## src/hubc_regs.svh

```systemverilog
// Timing counts and sizes of the station repeater core.
`ifndef HUBC_REGS_SVH
`define HUBC_REGS_SVH

// Number of station channels.
`define HUBC_NCH            8
// Reference clock and base clock periods, in ns.
`define HUBC_REF_PERIOD_NS  10
`define HUBC_BASE_PERIOD_NS 100
// Reference cycles in one base clock period.
`define HUBC_BASE_DIV       (`HUBC_BASE_PERIOD_NS / `HUBC_REF_PERIOD_NS)
// End-of-packet hold, in base clock periods.
`define HUBC_EOP_TICKS      8
// Heartbeat gap after a frame and heartbeat length, in base periods.
`define HUBC_SQE_GAP_TICKS  6
`define HUBC_SQE_LEN_TICKS  10
// Depth of the receive data buffer.
`define HUBC_BUF_DEPTH      2

`endif

```

## src/hubc_pkg.sv

```systemverilog
// Types shared by the station repeater core files.
`include "hubc_regs.svh"
package hubc_pkg;
    typedef logic [`HUBC_NCH-1:0] hubc_chan_t;
    typedef logic [2:0]           hubc_idx_t;
    typedef enum logic [1:0] {
        ST_IDLE,
        ST_ROUTE,
        ST_HOLD,
        ST_COLL
    } hubc_state_e;
endpackage : hubc_pkg

```

## src/hubc_buf.sv

```systemverilog
// Small valid/ready buffer with honest full and empty.
`timescale 1ns/1ps
module hubc_buf #(
    parameter int unsigned W     = 1,
    parameter int unsigned DEPTH = 2
) (
    input  wire logic         clk_i,    // Clock
    input  wire logic         rst_b_i,  // Async reset, active low
    input  wire logic         in_vld_i, // Word offered
    output logic              in_rdy_o, // Room for a word
    input  wire logic [W-1:0] in_dat_i, // Word in
    output logic              out_vld_o, // Word available
    input  wire logic         out_rdy_i, // Drain takes the word
    output logic      [W-1:0] out_dat_o  // Word out, from a register
);
    localparam int unsigned AW = (DEPTH > 1) ? $clog2(DEPTH) : 1;

    logic [W-1:0]  mem_q [DEPTH];
    logic [AW-1:0] wp_q;
    logic [AW-1:0] rp_q;
    logic [AW:0]   cnt_q;
    logic          push;
    logic          pop;

    assign in_rdy_o  = (cnt_q != (AW+1)'(DEPTH));
    assign out_vld_o = (cnt_q != '0);
    assign push      = in_vld_i && in_rdy_o;
    assign pop       = out_vld_o && out_rdy_i;
    assign out_dat_o = mem_q[rp_q];

    always_ff @(posedge clk_i) begin
        if (push) begin
            mem_q[wp_q] <= in_dat_i;
        end
    end

    always_ff @(posedge clk_i or negedge rst_b_i) begin
        if (!rst_b_i) begin
            wp_q  <= '0;
            rp_q  <= '0;
            cnt_q <= '0;
        end else begin
            if (push) begin
                wp_q <= (wp_q == AW'(DEPTH-1)) ? '0 : wp_q + 1'b1;
            end
            if (pop) begin
                rp_q <= (rp_q == AW'(DEPTH-1)) ? '0 : rp_q + 1'b1;
            end
            cnt_q <= cnt_q + (AW+1)'(push) - (AW+1)'(pop);
        end
    end
endmodule : hubc_buf

```

## src/hubc_core.sv

```systemverilog
// Eight-station repeater core with local and global routing.
//
// Contract
// - Two modes, local and global, from an external selector set routing.
// - Routing select changes only while the drivers it feeds are disabled (global: the uplink driver; receivers may be on).
// - Heartbeat selector high sends SQE to every station collision output.
// - Control state changes on 10 MHz base clock ticks, 100 ns apart.
// - No station activity or after reset: idle, receive/collision off (global mode: uplink receive activity alone also leaves idle).
// - Local mode ignores uplink inputs and holds uplink outputs inactive.
// - Local: route the active station to all receivers, then enable them.
// - Active station goes quiet: end-of-packet hold, then receivers idle.
// - Local: core makes an SQE burst on the collision outputs of the frame's stations, or all with selector high.
// - Local: second active station gives collision, 10 MHz on all outputs.
// - Local collision: receivers off until all station activity ends.
// - Local collision lasts while any station is active, then idle.
// - Global: idle after reset until uplink or station activity.
// - Global: active station's data goes to the uplink transmit output.
// - Global: station receivers carry only uplink receive data.
// - Global local collision: 5 MHz on uplink transmit output.
// - Global: looped data during local collision signals collision to all.
// - Global: receivers stay on in collision until all activity ends.
// - Global: uplink collision input is passed to all station collision outputs.
// - Global: uplink SQE after a frame reaches all collision outputs.
// - Global: collision held until station and uplink collision end.
// - Global: uplink collision squelch released: 10 MHz on station collisions.
`timescale 1ns/1ps
`include "hubc_regs.svh"
module hubc_core #(
    parameter int unsigned EOP_TICKS = `HUBC_EOP_TICKS,
    parameter int unsigned SQE_GAP   = `HUBC_SQE_GAP_TICKS,
    parameter int unsigned SQE_LEN   = `HUBC_SQE_LEN_TICKS,
    parameter int unsigned BUF_DEPTH = `HUBC_BUF_DEPTH
) (
    input  wire logic                 ref_clk_i,           // 100 MHz clock
    input  wire logic                 rst_b_i,             // Reset, low
    input  wire logic                 mode_global_i,       // 1 global
    input  wire logic                 selective_heartbeat_sel_n_i, // Low sel
    input  wire hubc_pkg::hubc_chan_t station_tx_in_i,     // Station data
    input  wire hubc_pkg::hubc_chan_t station_tx_squelch_i, // 1 quiet
    input  wire logic                 uplink_rx_in_i,      // Loopback data
    input  wire logic                 uplink_rx_squelch_i, // 1 quiet
    input  wire logic                 uplink_col_in_i,     // Collision pair
    input  wire logic                 uplink_col_squelch_i, // 1 quiet
    input  wire logic                 rx_ready_i,          // Drain ready
    output logic                      rx_stall_o,          // Buffer full
    output logic                      station_rx_out_o,    // Receive data
    output logic                      station_rx_en_o,     // Rx drivers on
    output hubc_pkg::hubc_chan_t      station_col_out_o,   // Collision data
    output logic                      station_col_en_o,    // Col drivers on
    output logic                      uplink_tx_out_o,     // Uplink data
    output logic                      uplink_tx_en_o       // Uplink driver
);
    import hubc_pkg::*;

    localparam int unsigned DIV = `HUBC_BASE_DIV;
    localparam int unsigned DW  = $clog2(DIV);
    localparam int unsigned SW  = $clog2(SQE_GAP + SQE_LEN + 1);
    localparam int unsigned HW  = $clog2(EOP_TICKS + 1);
    localparam int unsigned PW  = 2 * `HUBC_NCH + 6;

    // ------------------------------------------------------------------
    // Pin synchronisers and activity decode
    // ------------------------------------------------------------------
    logic [PW-1:0] pin_s;
    hubc_chan_t    tx_s;
    hubc_chan_t    act;
    logic          mode_s;
    logic          seln_s;
    logic          urx_s;
    logic          urx_act;
    logic          ucol_act;
    logic          act_any;
    logic          act_multi;

    hubc_sync #(
        .W (PW)
    ) u_sync (
        .clk_i   (ref_clk_i),
        .rst_b_i (rst_b_i),
        .d_i     ({mode_global_i, selective_heartbeat_sel_n_i,
                   station_tx_in_i, station_tx_squelch_i,
                   uplink_rx_in_i, uplink_rx_squelch_i,
                   uplink_col_in_i, uplink_col_squelch_i}),
        .q_o     (pin_s)
    );

    function automatic hubc_idx_t first_set(input hubc_chan_t v);
        hubc_idx_t r;
        r = '0;
        for (int i = `HUBC_NCH - 1; i >= 0; i--) begin
            if (v[i]) begin
                r = hubc_idx_t'(i);
            end
        end
        return r;
    endfunction : first_set

    function automatic logic many_set(input hubc_chan_t v);
        return (v & (v - 1'b1)) != '0;
    endfunction : many_set

    assign mode_s    = pin_s[PW-1];
    assign seln_s    = pin_s[PW-2];
    assign tx_s      = pin_s[PW-3 -: `HUBC_NCH];
    assign act       = ~pin_s[4 +: `HUBC_NCH];
    assign urx_s     = pin_s[3];
    assign urx_act   = ~pin_s[2];
    // Uplink collision data is not needed: the core makes its own 10 MHz.
    assign ucol_act  = ~pin_s[0];
    assign act_any   = (act != '0);
    assign act_multi = many_set(act);

    // ------------------------------------------------------------------
    // Base clock: 10 MHz tick, 10 MHz and 5 MHz collision waveforms
    // ------------------------------------------------------------------
    logic [DW-1:0] div_q;
    logic          tick;
    logic          clk10;
    logic          clk5_q;

    assign tick  = (div_q == DW'(DIV - 1));
    assign clk10 = (div_q < DW'(DIV / 2));

    always_ff @(posedge ref_clk_i or negedge rst_b_i) begin
        if (!rst_b_i) begin
            div_q  <= '0;
            clk5_q <= 1'b0;
        end else begin
            div_q <= tick ? '0 : div_q + 1'b1;
            if (tick) begin
                clk5_q <= ~clk5_q;
            end
        end
    end

    // ------------------------------------------------------------------
    // Routing sequencer
    // ------------------------------------------------------------------
    hubc_state_e   st_q;
    hubc_idx_t     sel_q;
    logic          glob_q;
    hubc_chan_t    seen_q;
    logic [HW-1:0] hold_q;
    logic          frame_end;
    logic          local_busy;

    // In global mode the loopback alone keeps a frame alive.
    assign local_busy = act_any || (glob_q && urx_act);
    assign frame_end  = tick && (st_q == ST_ROUTE) && !act_multi
                        && !local_busy;

    always_ff @(posedge ref_clk_i or negedge rst_b_i) begin
        if (!rst_b_i) begin
            st_q   <= ST_IDLE;
            sel_q  <= '0;
            glob_q <= 1'b0;
            seen_q <= '0;
            hold_q <= '0;
        end else if (tick) begin
            case (st_q)
                ST_IDLE: begin
                    glob_q <= mode_s;
                    seen_q <= act;
                    if (act_any || (mode_s && urx_act)) begin
                        sel_q <= first_set(act);
                        st_q  <= act_multi ? ST_COLL : ST_ROUTE;
                    end
                end
                ST_ROUTE: begin
                    seen_q <= seen_q | act;
                    // Global frames may start from the uplink; pick the
                    // station only while its uplink driver is still off.
                    if (glob_q && !uplink_tx_en_o && act_any) begin
                        sel_q <= first_set(act);
                    end
                    if (act_multi) begin
                        st_q <= ST_COLL;
                    end else if (!local_busy) begin
                        st_q   <= ST_HOLD;
                        hold_q <= HW'(EOP_TICKS - 1);
                    end
                end
                ST_HOLD: begin
                    if (hold_q == '0) begin
                        st_q <= ST_IDLE;
                    end else begin
                        hold_q <= hold_q - 1'b1;
                    end
                end
                ST_COLL: begin
                    seen_q <= seen_q | act;
                    if (!glob_q && !act_any) begin
                        st_q <= ST_IDLE;
                    end else if (glob_q && !local_busy) begin
                        st_q   <= ST_HOLD;
                        hold_q <= HW'(EOP_TICKS - 1);
                    end
                end
                default: st_q <= ST_IDLE;
            endcase
        end
    end

    // ------------------------------------------------------------------
    // Local heartbeat generator
    // ------------------------------------------------------------------
    logic [SW-1:0] sqe_q;
    hubc_chan_t    sqe_mask_q;
    logic          sqe_on;

    assign sqe_on = (sqe_q != '0) && (sqe_q <= SW'(SQE_LEN));

    always_ff @(posedge ref_clk_i or negedge rst_b_i) begin
        if (!rst_b_i) begin
            sqe_q      <= '0;
            sqe_mask_q <= '0;
        end else if (tick) begin
            if (frame_end && !glob_q) begin
                sqe_q      <= SW'(SQE_GAP + SQE_LEN);
                sqe_mask_q <= seln_s ? '1 : (seen_q | act);
            end else if (sqe_q != '0) begin
                sqe_q <= sqe_q - 1'b1;
            end
        end
    end

    // ------------------------------------------------------------------
    // Global collision presence
    // ------------------------------------------------------------------
    logic gcol_q;

    always_ff @(posedge ref_clk_i or negedge rst_b_i) begin
        if (!rst_b_i) begin
            gcol_q <= 1'b0;
        end else if (tick) begin
            gcol_q <= glob_q && (ucol_act
                      || (st_q == ST_COLL && urx_act)
                      || (gcol_q && act_any));
        end
    end

    // ------------------------------------------------------------------
    // Receive data path through the buffer
    // ------------------------------------------------------------------
    logic rx_on;
    logic smp_q;
    logic smp_v_q;
    logic in_rdy;
    logic out_vld;
    logic out_dat;

    // Local collisions switch the receivers off to save drive power.
    assign rx_on = glob_q ? (st_q != ST_IDLE)
                          : (st_q == ST_ROUTE || st_q == ST_HOLD);

    // The sample waits when the buffer is full, so the held bit is not dropped.
    always_ff @(posedge ref_clk_i or negedge rst_b_i) begin
        if (!rst_b_i) begin
            smp_q   <= 1'b0;
            smp_v_q <= 1'b0;
        end else if (!smp_v_q || in_rdy) begin
            smp_q   <= glob_q ? urx_s : tx_s[sel_q];
            smp_v_q <= rx_on;
        end
    end

    hubc_buf #(
        .W     (1),
        .DEPTH (BUF_DEPTH)
    ) u_buf (
        .clk_i     (ref_clk_i),
        .rst_b_i   (rst_b_i),
        .in_vld_i  (smp_v_q),
        .in_rdy_o  (in_rdy),
        .in_dat_i  (smp_q),
        .out_vld_o (out_vld),
        .out_rdy_i (rx_ready_i),
        .out_dat_o (out_dat)
    );

    // ------------------------------------------------------------------
    // Output drivers
    // ------------------------------------------------------------------
    logic col_loc;

    assign col_loc = !glob_q && (st_q == ST_COLL);

    always_ff @(posedge ref_clk_i or negedge rst_b_i) begin
        if (!rst_b_i) begin
            rx_stall_o        <= 1'b0;
            station_rx_out_o  <= 1'b0;
            station_rx_en_o   <= 1'b0;
            station_col_out_o <= '0;
            station_col_en_o  <= 1'b0;
            uplink_tx_out_o   <= 1'b0;
            uplink_tx_en_o    <= 1'b0;
        end else begin
            rx_stall_o      <= !in_rdy;
            station_rx_en_o <= rx_on;
            if (out_vld && rx_ready_i) begin
                station_rx_out_o <= out_dat;
            end
            station_col_en_o <= col_loc || gcol_q
                                || (!glob_q && sqe_on);
            if (col_loc || gcol_q) begin
                station_col_out_o <= {`HUBC_NCH{clk10}};
            end else if (!glob_q && sqe_on) begin
                station_col_out_o <= clk10 ? sqe_mask_q : '0;
            end else begin
                station_col_out_o <= '0;
            end
            uplink_tx_en_o  <= glob_q && act_any
                               && (st_q == ST_ROUTE || st_q == ST_COLL);
            uplink_tx_out_o <= glob_q && ((st_q == ST_COLL) ? clk5_q
                                          : tx_s[sel_q]);
        end
    end
endmodule : hubc_core

```

## src/hubc_sync.sv

```systemverilog
// Two flip-flop synchroniser for a bundle of pin levels.
`timescale 1ns/1ps
module hubc_sync #(
    parameter int unsigned W = 1
) (
    input  wire logic         clk_i,    // Clock
    input  wire logic         rst_b_i,  // Async reset, active low
    input  wire logic [W-1:0] d_i,      // Asynchronous levels
    output logic      [W-1:0] q_o       // Synchronised levels
);
    logic [W-1:0] meta_q;

    always_ff @(posedge clk_i or negedge rst_b_i) begin
        if (!rst_b_i) begin
            meta_q <= '0;
            q_o    <= '0;
        end else begin
            meta_q <= d_i;
            q_o    <= meta_q;
        end
    end
endmodule : hubc_sync

```

## config.mk

```make
export PLATFORM = sky130hd
export DESIGN_NAME = hubc_core
export DESIGN_NICKNAME = d
export VERILOG_FILES = /design/src/hubc_pkg.sv /design/src/hubc_buf.sv /design/src/hubc_core.sv /design/src/hubc_sync.sv
export VERILOG_INCLUDE_DIRS = /design/src
export SDC_FILE = /design/constraint.sdc
export NUM_CORES = 1
export LEC_CHECK = 0
export BUFFER_PORTS_ARGS = -buffer_cell sky130_fd_sc_hd__buf_2
export CAP_MARGIN = 20
export CORE_ASPECT_RATIO = 2
export CORE_MARGIN = 3
export CORE_UTILIZATION = 35
export CTS_CLUSTER_DIAMETER = 150
export DETAILED_ROUTE_END_ITERATION = 8
export PLACE_DENSITY_LB_ADDON = 0.08
export SLEW_MARGIN = 25
export SYNTH_ARGS = -nofsm -noshare
export SYNTH_HDL_FRONTEND = slang
export SYNTH_SLANG_ARGS = --single-unit
```

## constraint.sdc

```tcl
create_clock -name ref_clk_i -period 4.2 [get_ports ref_clk_i]
set_input_delay 0.42 -clock ref_clk_i [delete_from_list [all_inputs] [get_ports ref_clk_i]]
set_output_delay 0.42 -clock ref_clk_i [all_outputs]
set_load 0.1 [all_outputs]
```

==> metrics.yaml <==
power:
  comb_power_share_pct: 16.8
  seqPwrFrac_pct: 48.5
  p_per_area_mw_per_mm2: 496
  p_leak_nw: 2.23
  peakVddDrop_v: 0.000277
  internal_power_mw: 1.66
  swShare_pct: 28.3
  switchingPower_mw: 0.657
  clkPwrFrac_pct: 34.7
sta:
  whs_ns: 0.173
  final.period_utilization_pct: 52.2
  maxSlewViolCount: 0
  rsz0062_at_grt: "false"
  fin_worst_skew_ns: 0.00661
  hold_viol: 0
  slew_headroom_pct: 37.7
  worst_pin_slew_ns: 0.928
  setup-violations-final: 0
  finalSetupTns_ns: 0
  period_minus_slack_ns: 2.19
  fmax_ghz: 0.457
floorplan:
  die_w_um: 81.9
  rows: 54
  core-area_mm2: 0.0111
  ios: 39
  initial_utilization_pct: 36.4
  die_h_um: 158
  dieArea_mm2: 0.0129
global_route:
  grt_usage_pct: 12.7
  grt_max_degree: 66
  antenna_found_initial: 0
  grt_pass1_vias: 2486
  overflow: 0
  grt_pass1_wl_um: 12100
job:
  drv_cap: 0
finish:
  final_util_pct: 42.2
  diodes: 0
  area_growth_pct: 16.0
  drive_gt1_share_pct: 18.1
  layout.cells.non_filler: 516
  finalInstanceArea_mm2: 0.00468
  layout.nets: 408
logic_synthesis:
  syn_nets: 366
  syn_inst: 330
  synth_cell_types: 50
  synth_edf_count: 2
  synthArstFlopShare_pct: 98.0
  synth_area_leaders: "dfrtp_1, ha_1, nand2_1"
  netlist.area_leader.share_pct: 61.4
  ys.flop_type: "dfrtp_1"
  synth_area_per_cell_um2: 12.2
  synth.cell_area_mm2: 0.00404
  synth_seq_area_share_pct: 62.9
  synth_warnings: 0
  yosysTopAreaCell: "dfrtp_1"
  synth_seq_cells: 101
drt:
  drt_iter0_markers: 72
  top_layer: "met4"
  dr.pass1.iters: 4
  wl_per_cell_um: 14.5
  drc: 0
  wirelength_um: 7460
  num_vias: 2486
  met3_length_um: 205
  via_per_inst: 4.82
  met2_length_um: 4170
  wl_met1_um: 2930
  ant_nets: 0
worst_setup_path:
  worst-setup-path-type: "register to register"
  endpoint_kind: "register"
  crit_fanout: 8
  arrival_ns: 2.46
  crit_required_ns: 4.47
  start_kind: "register"
cts:
  cts_resized: 0
  clkTransAtPathRegs_ns: 0.07
  htree_levels: 3
  cts_hold_buf: 0
  cts_num_sinks: 101
  cts_root_buf: "clkbuf_16"
  cts_setup_buffers: 0
  numCtsBuffers: 9
  cts_max_path_buffers: 2
  cts_tree: "built"
  clk_latency_ns: 0.34
place:
  place.port_buffers: 37
  place.gp.congestion: 0.771
  place_inst: 501
  hpwl_um: 5340
  place_area_mm2: 0.00438
run_status:
  outcome: "finished clean"
worst_hold_path:
  hp-class: "input port to async pin"
critical path, stage by stage (launching register included):
cell and delay (ns):
dfrtp_1 0.39, inv_1 0.09, ha_1 0.23, nor2b_1 0.13, o22ai_1 0.23, nand2_1 0.09
nor3_1 0.71, a21o_1 0.24
state kept, by name (all words and copies together) (netlist names), 2 cells and up:
name,flops
div_q,4
st_q,2
sel_q,3
u_sync.q_o,21
hold_q,4
station_col_out_o,8
seen_q,8
sqe_q,5
u_buf.cnt_q,2
u_buf.mem_q,2
sqe_mask_q,8
u_sync.meta_q,21
cell type report:
| cell class | count | area (um^2) |
|---|---|---|
| fill | 1072 | 6400 |
| clock inverter | 5 | 62.6 |
| timing repair buffer | 39 | 203 |
| clock buffer | 10 | 229 |
| sequential | 101 | 2540 |
| multi-input combinational | 201 | 1400 |
| tap | 140 | 175 |
| inverter | 20 | 75.1 |
cell usage after synthesis (6+ instances only):
library cell  number
inv_1             20
nand3_1            6
xnor2_1            6
nor3_1             7
nand2_1           29
o21ai_0           19
nor2_1            24
ha_1              11
a21oi_1           10
a31oi_1            9
a21o_1             8
dfrtp_1           99
mux2_2             6
nand2b_1           6
per-layer routing:
metal  up-vias  GRT usage, %
li1       1233             -
met1      1209          13.0
met2        33          23.4
met3        11          3.25
met4         0          5.94
met5         -             0
layout by cell type, fill, tap and decap left out, types with 7 or more instances in the layout:
master / Yosys / routed
a21o_1: 8 / 8
a21oi_1: 10 / 10
a31oi_1: 9 / 9
buf_2: 3 / 36
clkbuf_16: 0 / 9
dfrtp_1: 99 / 99
ha_1: 11 / 11
inv_1: 20 / 20
nand2_1: 29 / 29
nor2_1: 24 / 24
nor3_1: 7 / 7
o21ai_0: 19 / 19
final timing paths:
check	slack, ns	endpoint	start	cells after the start
max	2.01	station_col_out_o[3]	sqe_q[0]	7
min	0.17	sqe_q[0]	rst_b_i	1
max reg2reg	2.01	station_col_out_o[3]	sqe_q[0]	7
min reg2reg	0.35	u_sync.q_o[9]	u_sync.meta_q[9]	0
max in group asynchronous	3.06	st_q[1]	rst_b_i	2
min in group ref_clk_i	0.18	u_sync.meta_q[20]	selective_heartbeat_sel_n_i	1
power groups by stage:
| stage | logic (mW) | clock network (mW) | registers, mW |
|---|---|---|---|
| floorplan | 0.210 | 0 | 1.23 |
| global placement | 0.392 | 0 | 1.14 |
| detailed placement | 0.402 | 0 | 1.15 |
| CTS | 0.402 | 0.846 | 1.13 |
| global route | 0.432 | 0.883 | 1.14 |
| finish | 0.391 | 0.804 | 1.13 |
logic make-up (layout without fill, tap and decap cells):
| kind of cell | after synthesis | after routing | share of synthesized area [%] |
|---|---|---|---|
| flip-flops | 101 | 101 | 62.9 |
| AND/OR/NAND/NOR | 95 | 95 | 13.2 |
| AO/OA/AOI/OAI | 74 | 74 | 11.9 |
| buffers and inverters | 28 | 74 | 2.82 |
| adder cells (fa/ha/maj) | 12 | 12 | 3.66 |
| multiplexers | 12 | 12 | 3.78 |
| XOR/XNOR | 8 | 8 | 1.74 |
per-stage QoR:
| stage | power, mW | setup WS (ns) |
|---|---|---|
| 2_1_floorplan | 1.44 | 2.46 |
| 3_3_place_gp | 1.54 | 1.75 |
| 3_5_place_dp | 1.55 | 1.73 |
| 4_1_cts | 2.38 | 1.71 |
| 5_1_grt | 2.45 | 1.77 |
| 6_report | 2.32 | 2.01 |
Note: power is estimated with default switching activity, not from simulation.
